$ cat src/rtl/tkw_cfg.svh
// constants for the ticket write and counter command interpreter
// assumes a byte stream from the frame decoder with an end mark but no start mark
`ifndef TKW_CFG_SVH
`define TKW_CFG_SVH
`define TKW_OP_WRITE      8'hA2
`define TKW_OP_COMPAT     8'hA0
`define TKW_OP_RD_CNT     8'h39
`define TKW_OP_INC_CNT    8'hA5
`define TKW_PAGE_MIN      8'h02
`define TKW_PAGE_MAX_S    8'h13
`define TKW_PAGE_MAX_L    8'h28
`define TKW_PAGE_XLOCK    8'h24
`define TKW_CNT_MAX_IDX   8'h02
`define TKW_CNT_FULL      24'hFFFFFF
`define TKW_ACK           4'hA
`define TKW_NAK           4'h0
`define TKW_NAK_MIN_BITS  9
`define TKW_BIT_NS        9440
`define TKW_CLK_NS        8
`define TKW_TURN_CYC      ((`TKW_NAK_MIN_BITS*`TKW_BIT_NS+`TKW_CLK_NS-1)/`TKW_CLK_NS)
`endif

$ cat src/rtl/tkw_pkg.sv
// types of the ticket write and counter command interpreter
// used only by tkw_core
package tkw_pkg;
  typedef enum logic [2:0] {
    ST_IDLE   = 3'b000,
    ST_RECV   = 3'b001,
    ST_EXEC   = 3'b010,
    ST_WAIT   = 3'b011,
    ST_REPLY  = 3'b100
  } tkw_state_e;

  typedef struct packed {
    tkw_state_e  st;
    logic [7:0][7:0] buf_b;
  } tkw_dummy_s;
endpackage : tkw_pkg

$ cat src/rtl/tkw_core.sv
// command interpreter for page writes and the three one-way counters
// assumes: rx bytes already stripped of parity, crc_ok valid the cycle after the end mark,
// page memory external with a write port and lock map input
`timescale 1ns/10ps
`include "tkw_cfg.svh"

module tkw_core
(
  // clock and reset
  input  wire logic        ref_clk,
  input  wire logic        sys_rst,
  // receive byte stream
  input  wire logic        rx_valid,
  input  wire logic [7:0]  rx_byte,
  input  wire logic        rx_end,
  input  wire logic        rx_crc_ok,
  // configuration and session state
  input  wire logic        large_variant,
  input  wire logic        authenticated,
  input  wire logic        prot_enable,
  input  wire logic [7:0]  protection_start_page,
  input  wire logic [63:0] page_locked,
  // page memory write port
  output logic             mem_we,
  output logic [7:0]       mem_page,
  output logic [31:0]      mem_wdata,
  output logic             mem_atomic,
  // answer
  output logic             tx_nibble_valid,
  output logic [3:0]       tx_nibble,
  output logic             tx_data_valid,
  output logic [23:0]      tx_data,
  output logic [71:0]      cnt_value
);

  // ==========================================================
  // state
  typedef struct packed {
    tkw_pkg::tkw_state_e st;
    logic [4:0]          idx;
    logic [7:0]          op;
    logic [7:0]          arg;
    logic [31:0]         pay;
    logic                compat2;
    logic [7:0]          cpage;
    logic [15:0]         tcnt;
    logic [3:0]          ans;
    logic                ans_data;
    logic [23:0]         rdat;
    logic                we;
    logic [71:0]         cnt;
  } tkw_state_s;

  tkw_state_s q, d;

  // page acceptance check shared by both write forms
  function automatic logic page_ok(input logic [7:0] p, input logic lg,
                                   input logic au, input logic pe,
                                   input logic [7:0] ps,
                                   input logic [63:0] lk);
    logic [7:0] hi;
    hi = lg ? `TKW_PAGE_MAX_L : `TKW_PAGE_MAX_S;
    page_ok = (p >= `TKW_PAGE_MIN) && (p <= hi)
              && !lk[p[5:0]]
              && !(pe && !au && (p >= ps));
  endfunction : page_ok

  // counter number decode shared by the read and increment paths;
  // anything above the last counter is refused; sel_cnt is still formed from its low two bits
  function automatic logic cnt_sel_ok(input logic [7:0] n);
    cnt_sel_ok = (n <= `TKW_CNT_MAX_IDX);
  endfunction : cnt_sel_ok

  logic [23:0] sel_cnt;
  logic [24:0] sum;
  logic [1:0]  ci;

  // ==========================================================
  // next state
  // one frame is collected byte by byte, judged in a single cycle
  // once the frame ends, and the answer is then held back for the
  // minimum turnaround before it is offered to the transmitter.
  // the second part of a legacy write is recognised only by the
  // pending flag left by an accepted first part; a reader that
  // abandons the sequence gets its next frame read as payload,
  // which is then refused for its wrong length.
  always_comb
  begin
    d       = q;
    d.we    = 1'b0;
    ci      = q.arg[1:0];
    // counter number 3 has no counter behind it; read zero instead of
    // indexing past the end of the counter bank
    if (ci == 2'h3)
      sel_cnt = 24'h000000;
    else
      sel_cnt = q.cnt[ci*24 +: 24];
    sum     = {1'b0, sel_cnt} + {1'b0, q.pay[23:0]};
    unique case (q.st)
      tkw_pkg::ST_IDLE:
      begin
        if (rx_valid)
        begin
          d.idx = 5'h1;
          d.st  = tkw_pkg::ST_RECV;
          if (q.compat2)
            d.pay = {24'h000000, rx_byte};
          else
            d.op = rx_byte;
        end
      end
      tkw_pkg::ST_RECV:
      begin
        if (rx_valid)
        begin
          d.idx = q.idx + 5'h1;
          // second legacy part: keep bytes 0..3, drop 4..15
          if (q.compat2 && q.idx < 5'h4)
            d.pay[q.idx[1:0]*8 +: 8] = rx_byte;
          else if (!q.compat2 && q.idx == 5'h1)
            d.arg = rx_byte;
          else if (!q.compat2 && q.idx >= 5'h2 && q.idx <= 5'h5)
            d.pay[(q.idx[2:0]-3'h2)*8 +: 8] = rx_byte;
        end
        if (rx_end)
          d.st = tkw_pkg::ST_EXEC;
      end
      tkw_pkg::ST_EXEC:
      begin
        d.ans      = `TKW_NAK;
        d.ans_data = 1'b0;
        d.tcnt     = 16'h0000;
        d.st       = tkw_pkg::ST_WAIT;
        if (!rx_crc_ok)
          d.compat2 = 1'b0;
        else if (q.compat2)
        begin
          d.compat2 = 1'b0;
          if (q.idx == 5'h10)
          begin
            d.we  = 1'b1;
            d.ans = `TKW_ACK;
          end
        end
        else
          unique case (q.op)
            `TKW_OP_WRITE:
              if (page_ok(q.arg, large_variant, authenticated, prot_enable,
                          protection_start_page, page_locked))
              begin
                d.we    = 1'b1;
                d.cpage = q.arg;
                d.ans   = `TKW_ACK;
              end
            `TKW_OP_COMPAT:
              if (page_ok(q.arg, large_variant, authenticated, prot_enable,
                          protection_start_page, page_locked))
              begin
                d.compat2 = 1'b1;
                d.cpage   = q.arg;
                d.ans     = `TKW_ACK;
              end
            `TKW_OP_RD_CNT:
              if (cnt_sel_ok(q.arg))
              begin
                d.rdat     = sel_cnt;
                d.ans_data = 1'b1;
              end
            `TKW_OP_INC_CNT:
              // the carry out of the 24-bit sum marks an increment past
              // the final value; the counter is then left as it was
              if (cnt_sel_ok(q.arg) && !sum[24])
              begin
                d.cnt[ci*24 +: 24] = sum[23:0];
                d.ans              = `TKW_ACK;
              end
            default:
              d.ans = `TKW_NAK;
          endcase
      end
      tkw_pkg::ST_WAIT:
      begin
        // hold the answer for the minimum turnaround; the count is a
        // fixed number of cycles, so a faster clock needs a new
        // constant or the answer comes too early
        d.tcnt = q.tcnt + 16'h0001;
        if (q.tcnt >= 16'(`TKW_TURN_CYC - 1))
          d.st = tkw_pkg::ST_REPLY;
      end
      tkw_pkg::ST_REPLY:
        d.st = tkw_pkg::ST_IDLE;
      default:
        d.st = tkw_pkg::ST_IDLE;
    endcase
  end

  // ==========================================================
  // registers
  // counters live here and are cleared by reset only; keeping them
  // in non-volatile storage is left to the surrounding memory
  always_ff @(posedge ref_clk)
  begin
    if (sys_rst)
    begin
      q       <= '0;
      q.st    <= tkw_pkg::ST_IDLE;
      q.cnt   <= 72'h0;
    end
    else
      q <= d;
  end

  // ==========================================================
  // outputs; the store is one write of the whole page so torn
  // updates of lock and otp pages cannot occur
  assign mem_we          = q.we;
  assign mem_page        = q.cpage;
  assign mem_wdata       = q.pay;
  assign mem_atomic      = (q.cpage == 8'h02) || (q.cpage == 8'h03)
                           || (large_variant && q.cpage == `TKW_PAGE_XLOCK);
  // answer strobes last exactly the one reply cycle; the values
  // behind them stay until the next answer overwrites them
  assign tx_nibble_valid = (q.st == tkw_pkg::ST_REPLY) && !q.ans_data;
  assign tx_nibble       = q.ans;
  assign tx_data_valid   = (q.st == tkw_pkg::ST_REPLY) && q.ans_data;
  assign tx_data         = q.rdat;
  assign cnt_value       = q.cnt;

endmodule : tkw_core

$ cat config.mk
export PLATFORM = sky130hd
export DESIGN_NAME = tkw_core
export DESIGN_NICKNAME = d
export VERILOG_FILES = /design/src/rtl/tkw_pkg.sv /design/src/rtl/tkw_core.sv
export VERILOG_INCLUDE_DIRS = /design/src /design/src/rtl
export SDC_FILE = /design/constraint.sdc
export NUM_CORES = 1
export LEC_CHECK = 0
export BUFFER_PORTS_ARGS = -buffer_cell sky130_fd_sc_hd__buf_2
export CORE_MARGIN = 10
export CORE_UTILIZATION = 56
export DETAILED_ROUTE_END_ITERATION = 16
export HOLD_SLACK_MARGIN = 0.02
export PLACE_DENSITY = 0.81
export SYNTH_ARGS = -nofsm -noshare
export SYNTH_HDL_FRONTEND = slang
export SYNTH_SLANG_ARGS = --single-unit
$ cat constraint.sdc
create_clock -name ref_clk -period 5 [get_ports ref_clk]
set_input_delay 0.75 -clock ref_clk [delete_from_list [all_inputs] [get_ports ref_clk]]
set_output_delay 0.75 -clock ref_clk [all_outputs]
set_load 0.01 [all_outputs]
---- After elaboration in Yosys (flattened, before gate mapping) ----
Cells that the tools add are included.
cells by class
  add/subtract/negate cells ............... 7
  div/mod/pow operators ................... 0
  reduce and logical (&&, ||, !) cells .... 35
  bitwise operators ....................... 4
  order comparisons ....................... 9
  $mul .................................... 1
  muxes and demuxes ....................... 44
  shift operators ......................... 7
  equal/unequal tests ..................... 23
operators with widths
  kind                      count
  $mux 72                   3
  $mux 32                   6
  $mux 102                  1
  $mux 25                   3
  $bwmux 72                 1
  $shift 24x34->72 const A  1
  $shiftx 24x34->72         1
  $shiftx 72x8->24          1
  $shift 8x34->32 const A   2
  $shiftx 8x34->32          2
  $bwmux 32                 2
  $pmux 32 s2               1
  $neg 32->34               1
  $neg 5->34                1
  $neg 7->34                1
  $pmux 16 s2               1
  $add 24x24->25            1
  $eq 8x8->1 const B        3
  $mux 24                   1
  $add 16x1->16 const B     1
  $eq 8x2->1 const B        2
  $eq 8x6->1 const B        2
  $ge 16x14->1 const B      1
  $mux 16                   1
  43 further kinds          90
word-level totals
  memories kept ........................... 0
  bits of input ports ..................... 88
  memory bits (writable) .................. 0
  memory bits (read-only) ................. 0
  register bits ........................... 183
  bits in latches ......................... 0
  output and inout port bits .............. 144
  word-level logic and storage cells ...... 143

---- Depth between registers and ports, before layout ----
Gate-level depths: netlist (run 1).
  depth in word-level cells ............... 10
  gate-level depth with buffers ........... 20

---- Worst setup path after synthesis (run 1) ----
Ideal clock, no wire load.
  path type ............................... register -> register
  start ................................... reg q, in the netlist ci[1]
  end ..................................... reg q, in the netlist cnt_value[32]
  period minus slack after synthesis ...... 4403 ps
  library setup time ...................... 128 ps
  setup slack ............................. 597 ps
  cell stages (with the launch flop) ...... 19
  data arrival time ....................... 4274 ps
  buffers on the path ..................... 4
  path through ............................ dfxtp_1 -> clkbuf_1 -> buf_2 -> buf_2 -> buf_2 -> mux2i_1 -> nor2_1 -> a21oi_1 -> nor2_1 -> ha_1 -> fa_1 -> a21o_1 -> a221oi_1 -> o21ai_0 -> a21boi_0 -> o21bai_1 -> xor2_1 -> a221oi_1 -> o21ai_0
between the ends
  cells in the longest elaborated chain, start to end .. 7
  elaborated cells between the ends (all ways) .. 13
ends and longest elaborated chain
  element                                                    RTL line        source
  start, declared                                            tkw_core.sv:54  tkw_state_s q, d;
  $mul 2x2->4                                                tkw_core.sv:97  sel_cnt = q.cnt[ci*24 +: 24];
  $shiftx 72x8->24                                           tkw_core.sv:97
  $mux 24 *                                                  tkw_core.sv:94  if (ci == 2'h3)
  named net sel_cnt[0]                                       tkw_core.sv:74  logic [23:0] sel_cnt;
  $add 24x24->25 *                                           tkw_core.sv:98  sum = {1'b0, sel_cnt} + {1'b0, q.pay[23:0]};
  branches (longest 3 deep; another with $shiftx 24x34->72)  -
Mark *: on every way through the listed nets, which the timed path passes.
A chain may end at the register's enable or synchronous reset.

---- Worst setup path after layout (run 1) ----
  start ................................... reg q, in the netlist ci[1]
  end ..................................... reg q, in the netlist cnt_value[38]
The elaborated chain is that of the path after synthesis.

==> out/qor.yml, run 1 <==
status:
  status: "complete, no violations"
yosys:
  syn_avg_cell_area_um2: 7.77
  ys_seq_area_share_pct: 30.7
  synth_top_area_share_pct: 30.7
  synth_edf_count: 0
  synth_area_um2: 11700
  synth_area_leaders: "dfxtp_1, buf_4, a21oi_1"
  ys_types: 70
  synth-seq-cells: 180
  synth_cells: 1510
  ys_async_sr_fraction_pct: 0
  synth.top_cells.by_count: "nand2_1, dfxtp_1, nor2_1"
  yosysMostFrequentCell: "nand2_1"
  yosysTopAreaCell: "dfxtp_1"
  synth_ff_type: "dfxtp_1"
  ys_warn_count: 0
critical_path:
  timing.rr.start: "ci[1]"
  regToRegEndpoint: "cnt_value[38]"
  critPathMaxFanout: 28
  r2r_setup_slack_ps: 530
  critPathLaunchType: "flip-flop"
  end_kind: "flip-flop"
  crit_slowest_cell: "ha_1"
  crit_path_max_incr_delay_ps: 570
  ff2ff_path_depth: 13
  crit_chain: "buf_12 > ha_1 > nor2_1 > ha_1 > fa_1 > a21o_1 > a221oi_1 > o21ai_0 > a21boi_0 > o41ai_1 > xor2_1 > a221oi_1 > o21ai_0"
  crit_required_ps: 5340
  cp.arrival_ps: 4810
  crit_type: "reg -> reg"
floorplanning:
  row_count: 52
  die_y_um: 165
  die_area_um2: 27200
  ioPinCount: 232
  core_um2: 20400
  floorplan.initialDensity_pct: 57.5
  die_w_um: 165
global_route:
  grt_usage_pct: 28.1
  grt_max_degree: 77
  grt_first_pass_wirelength_um: 60700
  grt_overflow_total: 0
  antenna_found_initial: 1
  grt_pass1_vias: 10800
power:
  powerDensity_nw_per_um2: 242
  power_w: 0.00304
  leakagePower_nw: 5.46
  irDropWorstVdd_mv: 0.242
cells_and_area:
  final_layout_size_suffix_gt1_share_pct: 19.2
  final_nets: 1704
  multi_input_area_um2: 6660
  area_growth_pct: 7.31
  n_antenna_cell: 0
  fillCellCount: 1906
  seqCellArea_um2: 3610
detailed_routing:
  dr.pass1.iters: 8
  postRouteAntennaNets: 0
  drc: 0
  wire_per_inst_um: 21.4
  drt-initial-drc-count: 1296
  routed_wl_um: 39400
  via_per_inst: 6.16
  dr_total_vias: 11300
timing:
  timing.final.ws_setup_ps: 534
  finalCritPeriodShare_pct: 89.3
  maxSlewViolCount: 0
  setup-tns-final_ps: 0
  fmax_mhz: 224
  whs_ps: 449
  setup_viol: 0
  hold_violations: 0
  rsz0062_at_grt: "no"
  tightest_slew_ps: 1190
  fin_worst_skew_ps: 9.50
  maxSlewHeadroom_pct: 20.1
  period_minus_slack_ps: 4470
worst_hold_path:
  hp-start: "tx_data[7]"
  hold_path.class: "reg -> reg"
  whs_path_depth: 2
  hold-path-endpoint: "tx_data[7]"
clock_network:
  cts_sinks: 180
  cts.hold.buffers_added: 0
  cts.clk_slew.worst_paths_ps: 70
  root_buffer: "clkbuf_16"
  cts.path.max_buffers: 2
  cts_tree: "done"
  cts_resized: 0
  h-tree-depth: 4
  cts_made_buffers: 17
  post_cts_buffers: 0
  clock_latency_ps: 440
placed_design:
  place_congestion: 1.10
  hpwl_um: 30200
  portBuffers: 229
  pre_cts_ws_ps: 712
flow_run:
  maxCapViolations: 0
## layer usage
metal / wire, um / share of wire (%) / up-vias / global-route usage, %
met5: 9 / 0.023 / - / 0
li1: - / - / 5258 / -
met4: 1480 / 3.7 / 2 / 10.5
met2: 17500 / 44 / 706 / 43.4
met3: 4580 / 12 / 114 / 7.09
met1: 15800 / 40 / 5237 / 37.2
## per-stage QoR
| stage | area, um^2 | util, % | std cells |
|---|---|---|---|
| 3_3_place_gp | 12000 | 58.8 | 1806 |
| 3_5_place_dp | 12000 | 58.8 | 1806 |
| 2_1_floorplan | 11700 | - | 1511 |
| 6_report | 12600 | 61.7 | 1838 |
| 4_1_cts | 12600 | 61.7 | 1838 |
| 5_1_grt | 12600 | 61.7 | 1838 |
## power breakdown
part / switching (W) / total [W] / internal, W
registers: 0.0000186 / 0.00146 / 0.00144
clock network: 0.000657 / 0.00137 / 0.000712
logic: 0.000135 / 0.000214 / 0.0000790
total: 0.000810 / 0.00304 / 0.00223
## worst max path at each step
stage                     startpoint            end  slack (ps)
after global routing           ci[1]  cnt_value[38]         210
after global placement         ci[1]   cnt_value[5]         670
after floorplan                ci[1]  cnt_value[32]         600
final                          ci[1]  cnt_value[38]         530
after CTS                      ci[1]  cnt_value[38]         660
after detailed placement       ci[1]  cnt_value[37]         710
## cells by family after synthesis
| kind of cell | Yosys count | share of synthesized area [%] |
|---|---|---|
| compound gates | 354 | 17.9 |
| fa+ha+maj | 61 | 6.63 |
| flops | 180 | 30.7 |
| simple gates | 575 | 22.6 |
| xor+xnor | 29 | 2.16 |
| buf+inv | 248 | 12.6 |
| other cells | 1 | 0.0319 |
| mux | 62 | 7.31 |
## final cells by class
class,instances,share of cell area (%)
Timing Repair Buffer,248,10.4
Inverter,25,0.745
Sequential cell,180,28.6
Clock buffer,17,3.38
Multi-Input combinational cell,1083,52.9
Tap cell,270,2.68
Clock inverter,15,1.33
## critical path: cells and delay by family (launching register included)
family / cells / cell delay [ps]
adder cells (fa/ha/maj): 3 / 1240
XOR/XNOR: 1 / 420
buffers and inverters: 1 / 220
flip-flops: 1 / 350
AO/OA/AOI/OAI: 7 / 1980
AND/OR/NAND/NOR: 1 / 150
## sequential cells by signal (all words and copies together) (netlist names)
signal and cells:
ci 2, tx_data 24, mem_page 8, mem_we 1, q 40, cnt_value 72
tx_nibble 1, mem_wdata 32
## cells in the final DEF (no fill, tap or decap), types with 8 or more instances in the layout
| cell type | synthesis | final |
|---|---|---|
| nand3_1 | 50 | 50 |
| a21o_1 | 18 | 18 |
| buf_2 | 9 | 228 |
| a31oi_1 | 9 | 9 |
| dfxtp_1 | 180 | 178 |
| clkbuf_16 | 0 | 17 |
| inv_1 | 24 | 24 |
| a21oi_1 | 169 | 169 |
| nand2b_1 | 25 | 25 |
| ha_1 | 59 | 59 |
| a211oi_1 | 8 | 8 |
| nor2_1 | 176 | 176 |
| o21ai_0 | 61 | 61 |
| nand4_1 | 24 | 24 |
| mux2i_1 | 46 | 46 |
| and3_1 | 10 | 10 |
| nand3b_1 | 8 | 8 |
| mux4_1 | 10 | 10 |
| nor3_1 | 27 | 27 |
| xor2_1 | 17 | 17 |
| buf_4 | 140 | 19 |
| nor4_1 | 9 | 8 |
| nand2_1 | 196 | 196 |
| a221oi_1 | 13 | 13 |
| or3_1 | 14 | 14 |
| xnor2_1 | 12 | 12 |
| a22oi_1 | 26 | 26 |
No activity file was read; power rests on OpenSTA's default activity.
==> run 2, diff against run 1 <==
ABC_AREA = 1   (was unset)
CORE_UTILIZATION = 59   (was 56)
CTS_BUF_LIST = sky130_fd_sc_hd__clkbuf_8   (was unset)
PLACE_DENSITY = 0.83   (was 0.81)
==> run 2 against run 1 <==
Net effect:
- global-route usage is 4.9 points higher
- critical path depth up 5
- sequential power increased by 5%
- first-iteration DRC count is 52% higher
- largest cell class unchanged
- largest power group unchanged
- highest routed layer is now met4
==> out/qor.yml, run 2 <==
status:
  status: "complete, no violations"
clock_network:
  cts.hold.buffers_added: 0
  cts_made_buffers: 17
  cts_sinks: 180
  cts.path.max_buffers: 2
  cts_tree: "done"
  clock_latency_ps: 490
  cts.clk_slew.worst_paths_ps: 110
  root_buffer: "clkbuf_8"
  post_cts_buffers: 0
  cts_resized: 0
  h-tree-depth: 4
critical_path:
  crit_chain: "inv_2 > buf_4 > a21oi_1 > o21ai_0 > a21oi_1 > ha_1 > nand2_1 > nor2_1 > inv_1 > nor2_1 > nand3b_1 > nand3_1 > nand2_1 > nand2_1 > nand3_1 > nand2_1 > nand2_1 > a21oi_1"
  critPathLaunchType: "flip-flop"
  crit_path_frequent_cell: "nand2_1"
  cp.arrival_ps: 4730
  critPathMaxFanout: 33
  r2r_setup_slack_ps: 670
  path_buf_inv: 3
  crit_slowest_cell: "dfxtp_2"
  timing.rr.start: "ci[0]"
  end_kind: "flip-flop"
  regToRegEndpoint: "cnt_value[41]"
  cp_top_family: "simple AND/OR/NAND/NOR gates"
  crit_path_max_incr_delay_ps: 820
  ff2ff_path_depth: 18
  crit_type: "reg -> reg"
  crit_required_ps: 5410
global_route:
  grt_pass1_vias: 13800
  antenna_found_initial: 0
  grt_first_pass_wirelength_um: 76300
  grt_usage_pct: 33.0
  grt_max_degree: 73
  grt_overflow_total: 0
placed_design:
  place_congestion: 1.07
  place_area_um2: 13800
  portBuffers: 229
  hpwl_um: 38700
cells_and_area:
  final_nets: 2395
  area_growth_pct: 4.50
  largest_reg_flops: 72
  design_area_um2: 14200
  final_cell_mix: "nand2_1, inv_1, nor2_1, buf_2, a21oi_1"
  final_layout_size_suffix_gt1_share_pct: 14.7
  fillCellCount: 2293
  layout_commonest_cell: "nand2_1"
  fin_util_pct: 62.6
timing:
  tightest_slew_ps: 914
  maxSlewViolCount: 0
  maxSlewHeadroom_pct: 39.0
  hold_violations: 0
  period_minus_slack_ps: 4330
  setup_viol: 0
  rsz0062_at_grt: "no"
  fin_worst_skew_ps: 24.0
  setup-tns-final_ps: 0
  fmax_mhz: 231
  finalCritPeriodShare_pct: 86.5
detailed_routing:
  routed_wl_um: 49100
  via_per_inst: 5.77
  wire_per_inst_um: 19.3
  drc: 0
  dr.pass1.iters: 7
  drt-initial-drc-count: 1964
  dr_total_vias: 14700
  postRouteAntennaNets: 0
power:
  switching_share_pct: 37.1
  irDropWorstVdd_mv: 0.137
  p_comb_share_pct: 23.2
  power_frac_seq_pct: 46.3
  pwr-share-clk_pct: 30.5
  internal_power_w: 0.00208
  powerDensity_nw_per_um2: 233
  leakagePower_nw: 6.98
  netSwitchingPower_w: 0.00123
floorplanning:
  row_count: 55
  floorplan.initialDensity_pct: 59.9
  die_area_um2: 29500
  die_w_um: 172
  die_y_um: 172
  ioPinCount: 232
  core_um2: 22600
worst_hold_path:
  hold-path-endpoint: "mem_page[7]"
  whs_path_depth: 2
  hp-start: "mem_page[7]"
  hold_path.class: "reg -> reg"
yosys:
  synth_area_leaders: "dfxtp_1, nand2_1, buf_4"
  yosysTopAreaCell: "dfxtp_1"
  syn_avg_cell_area_um2: 6.16
  ys_seq_area_share_pct: 26.6
  synth-seq-cells: 180
  synth_ff_type: "dfxtp_1"
  yosysMostFrequentCell: "nand2_1"
  synth_edf_count: 0
  ys_async_sr_fraction_pct: 0
  synth_area_um2: 13600
  ys_warn_count: 0
  synth_top_area_share_pct: 26.6
  synth_cells: 2201
  synth.top_cells.by_count: "nand2_1, inv_1, nor2_1"
  ys_types: 53
flow_run:
  maxCapViolations: 0
==> run 2: final cells by class <==
| type | instances | area, um^2 | share of cell area, % |
|---|---|---|---|
| Multi-Input combinational cell | 1533 | 7530 | 53.1 |
| Sequential cell | 180 | 3610 | 25.4 |
| Timing Repair Buffer | 248 | 1290 | 9.09 |
| Inverter | 266 | 998 | 7.04 |
| Tap cell | 285 | 357 | 2.52 |
| Clock buffer | 17 | 234 | 1.65 |
| Clock inverter | 14 | 156 | 1.10 |
| Antenna cell | 1 | 2.50 | 0.0177 |
==> run 2: worst min-delay path, delay by kind of cell, from the launching register on <==
family | cells | cell delay, ps
AND/OR/NAND/NOR | 2 | 100
flip-flops | 1 | 340
==> run 2: how the worst max path moves through the flow <==
stage / from / end / slack, ps / cells past startpoint
2_1_floorplan: ci[1] / cnt_value[31] / 1720 / 20
3_3_place_gp: ci[0] / cnt_value[41] / 870 / 18
3_5_place_dp: ci[0] / cnt_value[41] / 910 / 18
4_1_cts: ci[0] / cnt_value[41] / 880 / 18
5_1_grt: ci[0] / cnt_value[57] / 520 / 18
6_report: ci[0] / cnt_value[41] / 670 / 18
==> run 2: metal layers <==
metal / track usage (%) / up-vias / routed length, um
li1: - / 7054 / -
met1: 42.3 / 6631 / 20100
met2: 51.8 / 844 / 21800
met3: 7.70 / 139 / 5170
met4: 14.3 / 0 / 2050
met5: 0 / - / 0
==> run 2: power by group through the flow <==
stage | Sequential (W) | Combinational (W) | Clock (W)
final | 0.00153 | 0.000766 | 0.00101
after global routing | 0.00154 | 0.000847 | 0.00108
after CTS | 0.00153 | 0.000748 | 0.00102
after detailed placement | 0.00156 | 0.000745 | 0
after global placement | 0.00156 | 0.000735 | 0
after floorplan | 0.00153 | 0.000549 | 0
==> run 2: cell families (layout without fill, tap and decap cells) <==
logic type | Yosys count | count (layout) | synth area share [%]
xor+xnor | 8 | 8 | 0.517
fa+ha+maj | 61 | 61 | 5.74
compound gates | 371 | 371 | 14.6
simple gates | 1091 | 1091 | 34.6
buf+inv | 489 | 545 | 17.9
flops | 180 | 180 | 26.6
other cells | 1 | 3 | 0.0276
==> run 2: through the flow <==
stage	instances	power, W	setup slack (ps)	hold slack (ps)
after CTS	2543	0.00330	878	465
after detailed placement	2512	0.00231	908	449
after global placement	2512	0.00230	875	440
final	2544	0.00331	674	467
after floorplan	2202	0.00208	1720	432
after global routing	2543	0.00347	517	502
